`config.mk`:
```
export PLATFORM = sky130hd
export DESIGN_NAME = intc_accept
export DESIGN_NICKNAME = d
export VERILOG_FILES = /design/src/intc_accept.v
export VERILOG_INCLUDE_DIRS = /design/src
export SDC_FILE = /design/constraint.sdc
export NUM_CORES = 1
export LEC_CHECK = 0
export BUFFER_PORTS_ARGS = -buffer_cell sky130_fd_sc_hd__buf_4
export CAP_MARGIN = 20
export CORE_MARGIN = 2
export CORE_UTILIZATION = 40
export CTS_BUF_LIST = sky130_fd_sc_hd__clkbuf_4 sky130_fd_sc_hd__clkbuf_8
export DETAILED_ROUTE_END_ITERATION = 6
export PLACE_DENSITY = 0.66
export SLEW_MARGIN = 0
export SYNTH_ARGS = -nofsm -noshare
export SYNTH_HDL_FRONTEND = slang
export SYNTH_SLANG_ARGS = --single-unit
```
`constraint.sdc`:
```
create_clock -name clk -period 20.4 [get_ports clk]
set_input_delay 4.08 -clock clk [delete_from_list [all_inputs] [get_ports clk]]
set_output_delay 4.08 -clock clk [all_outputs]
set_load 0.005 [all_outputs]
```
`src/intc_accept_consts.vh`:
```
// constants for the interrupt acceptance and request flag block
// Notes on behaviour
// - first flag register bits 7..4 show infrared transmit, break, receive, error requests.
// - first flag register bits 3..0 show DMA channel 3..0 transfer-end requests.
// - first flag register clears on resets, keeps contents through software standby.
// - second flag register ignores writes; bits 7..5 always read zero.
// - second flag register bit 4 shows the converter conversion-end request.
// - second flag register bits 3..0 show FIFO serial transmit, break, receive, error.
// - second flag register clears on resets and hardware standby, not software standby.
// - highest priority level among requests is selected; lower ones stay pending.
// - equal levels are resolved by a fixed default rank.
// - selected request goes to the CPU only if its level exceeds the mask.
// - accepting a request drives the active-low request pin low.
// - request pin stays low until removal, returns high when masked.
// - request pin level ignores the exception-block flag.
// - the interrupt is taken only at an instruction boundary.
// - source code is written into both event code registers on taking.
// - status word saved to saved status, program counter to saved counter.
// - execution continues at vector base plus a fixed offset.
// - taking an interrupt leaves the mask level unchanged.
// - nesting: software saves context, clears block flag, raises mask; higher ones accepted.
// - while the block flag is one, taking an interrupt is held off.
`ifndef INTC_ACCEPT_CONSTS_VH
`define INTC_ACCEPT_CONSTS_VH

// byte offsets on the register bus
`define OFS_FLAGS_FIRST     8'h00
`define OFS_FLAGS_SECOND    8'h04
`define OFS_PRIO_A          8'h08
`define OFS_PRIO_B          8'h0c
`define OFS_PRIO_C          8'h10
`define OFS_PRIO_D          8'h14
`define OFS_STATUS_WORD     8'h18
`define OFS_SAVED_STATUS    8'h1c
`define OFS_SAVED_PC        8'h20
`define OFS_VECTOR_BASE     8'h24
`define OFS_EVENT_CODE      8'h28
`define OFS_EVENT_CODE_ALT  8'h2c

`define RST_FLAGS           8'h00
`define RST_WORD            32'h00000000
`define RST_STATUS_WORD     32'h70000000

// status word field positions
`define SW_MODE_BIT         30
`define SW_BANK_BIT         29
`define SW_BLOCK_BIT        28
`define SW_MASK_LO          4

`define VECTOR_OFFSET       32'h00000600
`define EVENT_CODE_BASE     12'h400
`define NUM_SOURCES         13

`endif

```
`src/intc_accept.v`:
```
// interrupt request flags, priority selection, request pin and acceptance sequence
`timescale 1ns/1ps
`default_nettype none
`include "intc_accept_consts.vh"

module intc_accept #(
   // entry k (4 bits) holds the source index that has rank k, rank 0 highest
   parameter [51:0] RANK_TABLE = 52'hcba9876543210
) (
   input  wire        clk,
   input  wire        rst,
   input  wire        hwStandby,
   input  wire [3:0]  dmaEndRequest,
   input  wire        infraredTransmitRequest,
   input  wire        infraredBreakRequest,
   input  wire        infraredReceiveRequest,
   input  wire        infraredErrorRequest,
   input  wire        conversionEndRequest,
   input  wire        fifoSerialTransmitRequest,
   input  wire        fifoSerialBreakRequest,
   input  wire        fifoSerialReceiveRequest,
   input  wire        fifoSerialErrorRequest,
   input  wire        instrBoundary,
   input  wire [31:0] programCounter,
   input  wire [7:0]  address,
   input  wire        read,
   input  wire        write,
   input  wire [31:0] writedata,
   input  wire [3:0]  byteenable,
   output reg  [31:0] readdata,
   output reg         waitrequest,
   output reg         requestOutN,
   output reg         takeInterrupt,
   output reg  [31:0] jumpTarget,
   output reg  [31:0] statusWord
);

   reg  [7:0]  requestFlagsFirst;
   reg  [7:0]  requestFlagsSecond;
   reg  [3:0]  prioDma;
   reg  [3:0]  prioInfrared;
   reg  [3:0]  prioFifoSerial;
   reg  [3:0]  prioConverter;
   reg  [31:0] savedStatusWord;
   reg  [31:0] savedProgramCounter;
   reg  [31:0] vectorBase;
   reg  [11:0] eventCode;
   reg  [11:0] eventCodeAlt;

   wire [12:0] pending;
   wire [3:0]  maskLevel;
   wire        blockFlag;
   wire [31:0] byteMask;
   wire        busWrite;

   reg  [3:0]  selLevel;
   reg  [3:0]  selSource;
   reg  [3:0]  srcLevel;
   reg  [3:0]  rankSrc;
   reg  [31:0] next_readdata;
   reg  [31:0] next_status;
   integer     k;

   // source index: 0..3 dma, 4..7 infrared err/rx/brk/tx, 8..11 fifo serial, 12 converter
   assign pending   = {requestFlagsSecond[4], requestFlagsSecond[3:0], requestFlagsFirst[7:0]};
   assign maskLevel = statusWord[`SW_MASK_LO+3:`SW_MASK_LO];
   assign blockFlag = statusWord[`SW_BLOCK_BIT];
   assign byteMask  = {{8{byteenable[3]}}, {8{byteenable[2]}},
                       {8{byteenable[1]}}, {8{byteenable[0]}}};
   // a write lands on the edge where the master sees waitrequest low
   assign busWrite  = write & ~waitrequest;

   // flag registers track the live request lines of the sources
   always @(posedge clk) begin
      if (rst) begin
         requestFlagsFirst  <= `RST_FLAGS;
         requestFlagsSecond <= `RST_FLAGS;
      end else begin
         requestFlagsFirst <= {infraredTransmitRequest, infraredBreakRequest,
                               infraredReceiveRequest, infraredErrorRequest,
                               dmaEndRequest};
         if (hwStandby) begin
            requestFlagsSecond <= `RST_FLAGS;
         end else begin
            requestFlagsSecond <= {3'b000, conversionEndRequest,
                                   fifoSerialTransmitRequest, fifoSerialBreakRequest,
                                   fifoSerialReceiveRequest, fifoSerialErrorRequest};
         end
      end
   end

   // priority selection; strict compare keeps the earlier rank on a tie
   always @* begin
      selLevel  = 4'h0;
      selSource = 4'h0;
      srcLevel  = 4'h0;
      rankSrc   = 4'h0;
      for (k = 0; k < `NUM_SOURCES; k = k + 1) begin
         rankSrc = RANK_TABLE[k*4 +: 4];
         if (rankSrc < 4'd4) begin
            srcLevel = prioDma;
         end else if (rankSrc < 4'd8) begin
            srcLevel = prioInfrared;
         end else if (rankSrc < 4'd12) begin
            srcLevel = prioFifoSerial;
         end else begin
            srcLevel = prioConverter;
         end
         if (pending[rankSrc] && (srcLevel > selLevel)) begin
            selLevel  = srcLevel;
            selSource = rankSrc;
         end
      end
   end

   // level 0 never exceeds any mask, so an empty selection is never accepted
   wire accept = selLevel > maskLevel;

   // read mux, address decode
   always @* begin
      next_readdata = 32'h00000000;
      if (address[7:2] == `OFS_FLAGS_FIRST >> 2) begin
         next_readdata = {24'h000000, requestFlagsFirst};
      end else if (address[7:2] == `OFS_FLAGS_SECOND >> 2) begin
         next_readdata = {24'h000000, requestFlagsSecond};
      end else if (address[7:2] == `OFS_PRIO_A >> 2) begin
         next_readdata = {28'h0000000, prioDma};
      end else if (address[7:2] == `OFS_PRIO_B >> 2) begin
         next_readdata = {28'h0000000, prioInfrared};
      end else if (address[7:2] == `OFS_PRIO_C >> 2) begin
         next_readdata = {28'h0000000, prioFifoSerial};
      end else if (address[7:2] == `OFS_PRIO_D >> 2) begin
         next_readdata = {28'h0000000, prioConverter};
      end else if (address[7:2] == `OFS_STATUS_WORD >> 2) begin
         next_readdata = statusWord;
      end else if (address[7:2] == `OFS_SAVED_STATUS >> 2) begin
         next_readdata = savedStatusWord;
      end else if (address[7:2] == `OFS_SAVED_PC >> 2) begin
         next_readdata = savedProgramCounter;
      end else if (address[7:2] == `OFS_VECTOR_BASE >> 2) begin
         next_readdata = vectorBase;
      end else if (address[7:2] == `OFS_EVENT_CODE >> 2) begin
         next_readdata = {20'h00000, eventCode};
      end else if (address[7:2] == `OFS_EVENT_CODE_ALT >> 2) begin
         next_readdata = {20'h00000, eventCodeAlt};
      end
   end

   // status word: software write first, then the taking of an interrupt on top
   always @* begin
      next_status = statusWord;
      if (busWrite && (address[7:2] == `OFS_STATUS_WORD >> 2)) begin
         next_status = (statusWord & ~byteMask) | (writedata & byteMask);
      end
      if (instrBoundary && accept && !blockFlag) begin
         // mask field untouched here
         next_status[`SW_BLOCK_BIT] = 1'b1;
         next_status[`SW_MODE_BIT]  = 1'b1;
         next_status[`SW_BANK_BIT]  = 1'b1;
      end
   end

   // bus slave: one wait cycle, answer on the second edge
   always @(posedge clk) begin
      if (rst) begin
         waitrequest <= 1'b1;
         readdata    <= `RST_WORD;
      end else begin
         waitrequest <= ~((read | write) & waitrequest);
         if (read && waitrequest) begin
            readdata <= next_readdata;
         end
      end
   end

   // writable registers
   always @(posedge clk) begin
      if (rst) begin
         prioDma        <= 4'h0;
         prioInfrared   <= 4'h0;
         prioFifoSerial <= 4'h0;
         prioConverter  <= 4'h0;
         vectorBase     <= `RST_WORD;
      end else if (busWrite && byteenable[0]) begin
         if (address[7:2] == `OFS_PRIO_A >> 2) begin
            prioDma <= writedata[3:0];
         end else if (address[7:2] == `OFS_PRIO_B >> 2) begin
            prioInfrared <= writedata[3:0];
         end else if (address[7:2] == `OFS_PRIO_C >> 2) begin
            prioFifoSerial <= writedata[3:0];
         end else if (address[7:2] == `OFS_PRIO_D >> 2) begin
            prioConverter <= writedata[3:0];
         end
      end
      if (!rst && busWrite && (address[7:2] == `OFS_VECTOR_BASE >> 2)) begin
         vectorBase <= (vectorBase & ~byteMask) | (writedata & byteMask);
      end
   end

   // request pin and acceptance sequence
   always @(posedge clk) begin
      if (rst) begin
         requestOutN         <= 1'b1;
         takeInterrupt       <= 1'b0;
         jumpTarget          <= `RST_WORD;
         statusWord          <= `RST_STATUS_WORD;
         savedStatusWord     <= `RST_WORD;
         savedProgramCounter <= `RST_WORD;
         eventCode           <= 12'h000;
         eventCodeAlt        <= 12'h000;
      end else begin
         // pin follows acceptance only, the block flag plays no part
         requestOutN   <= ~accept;
         takeInterrupt <= instrBoundary & accept & ~blockFlag;
         statusWord    <= next_status;
         if (busWrite && (address[7:2] == `OFS_SAVED_STATUS >> 2)) begin
            savedStatusWord <= (savedStatusWord & ~byteMask) | (writedata & byteMask);
         end
         if (busWrite && (address[7:2] == `OFS_SAVED_PC >> 2)) begin
            savedProgramCounter <= (savedProgramCounter & ~byteMask) | (writedata & byteMask);
         end
         if (instrBoundary && accept && !blockFlag) begin
            eventCode           <= `EVENT_CODE_BASE + {3'b000, selSource, 5'b00000};
            eventCodeAlt        <= `EVENT_CODE_BASE + {3'b000, selSource, 5'b00000};
            savedStatusWord     <= statusWord;
            savedProgramCounter <= programCounter;
            jumpTarget          <= vectorBase + `VECTOR_OFFSET;
         end
      end
   end

endmodule // intc_accept
`default_nettype wire

```
# After elaboration in Yosys (flattened, before gate mapping)
# Cells that the tools add are included.
# word_totals
register_bits,239
latchBits,0
ramBits,0
mem_bits_ro,0
inputBits,95
out_inout_bits,99
wordCells,144
memories,0
# op_classes
add_sub_neg,2
multipliers,0
n_div,0
magnitude_cmp,14
n_eq_ne,11
shifts,0
mux,43
bitwise_logic,22
n_reduce_logical,34
# op_table
cell,n
$mux W32,16
$and A32 B32 Y32,5
$or A32 B32 Y32,4
$mux W4,24
$gt A4 B4 Y1,13
$add A32 B11 Y32 const B,1
$not A32 Y32,1
$eq A6 B3 Y1 const B,4
$eq A6 B4 Y1 const B,4
$mux W12,2
$logic_and A1 B1 Y1,22
$add A11 B9 Y12 const A,1
$eq A6 B2 Y1 const B,2
$not A1 Y1,7
$eq A6 B1 Y1 const B,1
$logic_not A6 Y1,1
$reduce_bool A2 Y1,3
$reduce_and A5 Y1,1
$and A1 B1 Y1,4
$gt A4 B1 Y1 const B,1
$reduce_and A4 Y1,1
$reduce_or A2 Y1,2
$reduce_and A3 Y1,1
$logic_not A1 Y1,2
other kinds (3),3

# Depth between registers and ports, before layout
# depth
ltp_word,43
depth_mapped,96
mapped_depth_nobuf,95

# Least setup slack after synthesis
# Ideal clock, no wire load.
# synth_timing
path_kind,register -> register
from,register requestFlagsFirst[1]
to,register (tool-made name)
setup_time_ns,0.132
arrival_ns,17.579
t_required_ns,20.268
path_slack_ns,2.689
path_stages_with_launch,94
n_path_buf,3
period_less_slack_ns,17.711
cell_sequence,dfxtp_1 or2_4 nand2_1 ha_1 a211oi_1 a31oi_1 o21ai_0 nand2_1 nand2_1 ha_1 a211oi_1 a31oi_1 o21ai_0 nand3_1 and2_1 inv_1 ha_1 a21o_1 (+58 left out) o21ai_0 a21oi_1 clkbuf_1 nor2_1 a22oi_1 nand3_1 ha_1 nor2b_1 o21ai_0 nand2b_1 a21oi_1 a41o_1 or3b_2 and2_1 clkbuf_1 clkbuf_1 a221oi_1 nor3_1
# synth_rtl
element,line_no,rtl
"start, declared",intc_accept.v:38,reg [7:0] requestFlagsFirst;
"start signal, assigned",intc_accept.v:76,requestFlagsFirst <= `RST_FLAGS;
"start signal, assigned",intc_accept.v:79,"requestFlagsFirst <= {infraredTransmitRequest, infraredBreakRequest,"

==> results.sh <==
export IMPL_status="complete, no violations"
export IMPL_worst_setup_path_start_kind="flip-flop"
export IMPL_antenna_found_initial=0
export IMPL_min_period_ns=19.10
export IMPL_cts_buffers=41
export IMPL_cts_max_path_buffers=3
export IMPL_grt_pass1_wl_um=60300
export IMPL_synth_async_sr_flop_share_pct=0
export IMPL_busiest_layer="met2"
export IMPL_tightest_slew_ns=1.16
export IMPL_synth_xor_area_share_pct=1.61
export IMPL_slowest_delay_ns=0.54
export IMPL_grt_max_degree=112
export IMPL_power_leakage_nw=5.75
export IMPL_syn_area_um2=12000
export IMPL_io_pins=194
export IMPL_cell_internal_pwr_uw=748
export IMPL_maxCapViolations=0
export IMPL_core_area_um2=29600
export IMPL_met2_usage_pct=39.4
export IMPL_holdWs_ns=0.453
export IMPL_post_place_ws_ns=0.576
export IMPL_vias=11528
export IMPL_overflow=0
export IMPL_required_ns=20.79
export IMPL_routabilityCongestion=0.869
export IMPL_die_w_um=177
export IMPL_hold_viol=0
export IMPL_dp_hpwl_um=26400
export IMPL_path_delay_family="compound AO/OA/AOI/OAI gates"
export IMPL_clock_sinks=229
export IMPL_ys_types=76
export IMPL_fmax_ghz=0.0524
export IMPL_yosys_area_share_simple_pct=19.2
export IMPL_rows=63
export IMPL_ant_nets=0
export IMPL_final_cell_mix="215 x buf_4, 203 x nor2_1, 196 x dfxtp_1"
export IMPL_setup_viol=0
export IMPL_path_common_cell="ha_1"
export IMPL_die_h_um=177
export IMPL_synth_area_leaders="dfxtp_1 33%, edfxtp_1 8.0%, mux2i_1 6.4%"
export IMPL_layout_setup_ws_ns=1.30
export IMPL_relSlewSlack_pct=21.9
export IMPL_synth_top_cell_area_share_pct=32.9
export IMPL_synth_edf_count=32
export IMPL_dpl_instance_area_um2=13700
export IMPL_clock_skew_ns=0.0273
export IMPL_synthMuxAreaShare_pct=8.72
export IMPL_cp_buffers_inverters=7
export IMPL_cts_tree="yes"
export IMPL_post_route_period_util_pct=93.6
export IMPL_synthFlopType="dfxtp_1"
export IMPL_insertion_delay_ns=0.55
export IMPL_met3_usage_pct=4.25
export IMPL_vias_per_cell=5.82
export IMPL_final_common_cell="buf_4"
export IMPL_switching_share_pct=24.5
export IMPL_wl_um=39900
export IMPL_p_seq_share_pct=47.2
export IMPL_critPathSlowestCell="or3b_4"
export IMPL_switchingPower_uw=243
export IMPL_ir_drop_mv=0.0506
export IMPL_layout_drive_gt1_share_pct=22.1
export IMPL_synth_top_family_by_area="compound AO/OA/AOI/OAI gates"
export IMPL_yosys_warnings=0
export IMPL_power_frac_comb_pct=6.2
export IMPL_endpoint_kind="flip-flop"
export IMPL_drtIter0Drc=947
export IMPL_drt_first_pass_iters=6
export IMPL_synth_adder_area_share_pct=4.26
export IMPL_wl_per_cell_um=20.2
export IMPL_use_met1_pct=32.5
export IMPL_synth_top_area_cell="dfxtp_1"
export IMPL_syn_avg_cell_area_um2=8.61
export IMPL_synth_seq_area_share_pct=40.9
export IMPL_cts_htree_levels=2
export IMPL_syn_inst=1391
export IMPL_cp_arrival_ns=19.49
export IMPL_hp_class="reg2reg"
export IMPL_p_per_area_nw_per_um2=67.0
export IMPL_nets=1692
export IMPL_final_area_um2=14800
export IMPL_drcViolationCount=0
export IMPL_synth_fp_nets=1526
export IMPL_cp_max_fo=18
export IMPL_initial_core_util_pct=40.5
export IMPL_crit_type="reg2reg"
export IMPL_cts_root_buffer="clkbuf_8"
export IMPL_cts_clk_slew_worst_paths_ns=0.06
export IMPL_synth_seq_cells=229
export IMPL_grt_total_usage_pct=24.4
export IMPL_ctsHoldBuffers=0
export IMPL_area_delta_synth_final_pct=23.6
export IMPL_slew_violations=0
export IMPL_dieArea_um2=31300
export IMPL_utilization_pct=50.1
export IMPL_grt_pass1_vias=10923
export IMPL_clockPowerShare_pct=46.6
export IMPL_diodes=0
export IMPL_io_buffers=191
export IMPL_synth_compound_area_share_pct=21.0
export IMPL_fin_tns_setup_ns=0
-- power by group through the flow --
stage	registers, mW	clock network (mW)	logic, mW
after global routing	0.468	0.488	0.0653
final	0.468	0.462	0.0614
after global placement	0.477	0	0.0595
after floorplan	0.475	0	0.0299
after CTS	0.468	0.469	0.0600
after detailed placement	0.478	0	0.0598
-- logic make-up after synthesis --
group / after synthesis
AOI/OAI and AO/OA: 355
xor gates and xnor gates: 22
adders and majority gates: 41
buffers and inverters: 134
DFF: 229
muxes: 95
and+or+nand+nor: 515
-- cells in the mapped netlist, drive strengths merged, types with 3 or more instances --
master / instances
a211oi: 40
nand2: 129
xnor2: 8
and3: 12
a221oi: 53
mux2i: 78
o31ai: 4
o211ai: 5
a22o: 4
and2: 21
dfxtp: 197
a222oi: 23
mux4: 4
o22ai: 4
nand4: 5
o21ai: 42
inv: 37
clkbuf: 84
a21oi: 106
xor2: 14
o21a: 8
ha: 40
edfxtp: 32
a31oi: 17
nor3b: 4
buf: 13
or2: 3
nor2b: 21
nand3: 31
nor2: 204
nor3: 63
nand2b: 12
mux2: 13
a21o: 9
a22oi: 16
nor4: 3
-- final cells by class --
class / count / area (µm²)
timing repair buffer: 220 / 1700
fill: 2818 / 14800
clock inverter: 8 / 50.0
clock buffer: 68 / 842
multi-input combinational: 1028 / 6680
tap: 390 / 488
sequential: 229 / 4910
inverter: 37 / 139
-- metrics by stage --
stage / std cells / power (mW)
after global placement: 1895 / 0.537
after floorplan: 1391 / 0.505
final: 1980 / 0.991
after CTS: 1971 / 0.997
after detailed placement: 1895 / 0.537
after global routing: 1980 / 1.02
-- worst paths after layout --
check	start	end	slack [ns]	cells past startpoint
worst max-delay path	requestFlagsFirst[1]	flip-flop	1.30	93
worst min-delay path	waitrequest	waitrequest	0.45	1
worst max register to register	requestFlagsFirst[1]	flip-flop	1.30	93
worst min register to register	waitrequest	waitrequest	0.45	1
-- timing repair --
item	4_1_cts	5_1_grt
resized for setup	0	26
setup endpoints to repair	0	105
endpoints found under the hold margin	0	0
buffers inserted	0	7
-- metal layers --
metal,share of wire [%],wire length [µm]
met2,47,18600
met4,2.8,1130
met5,0,0
met1,43,17400
met3,7.1,2860
-- worst reg2reg max path: cells and delay by family (launching register included) --
family | cells | cell delay (ns)
flip-flops | 1 | 0.34
adder cells (fa/ha/maj) | 13 | 3.32
buffers and inverters | 7 | 0.78
AO/OA/AOI/OAI | 40 | 8.01
AND/OR/NAND/NOR | 25 | 3.90
multiplexers | 8 | 2.54
Power figures use the tool's default switching activity.
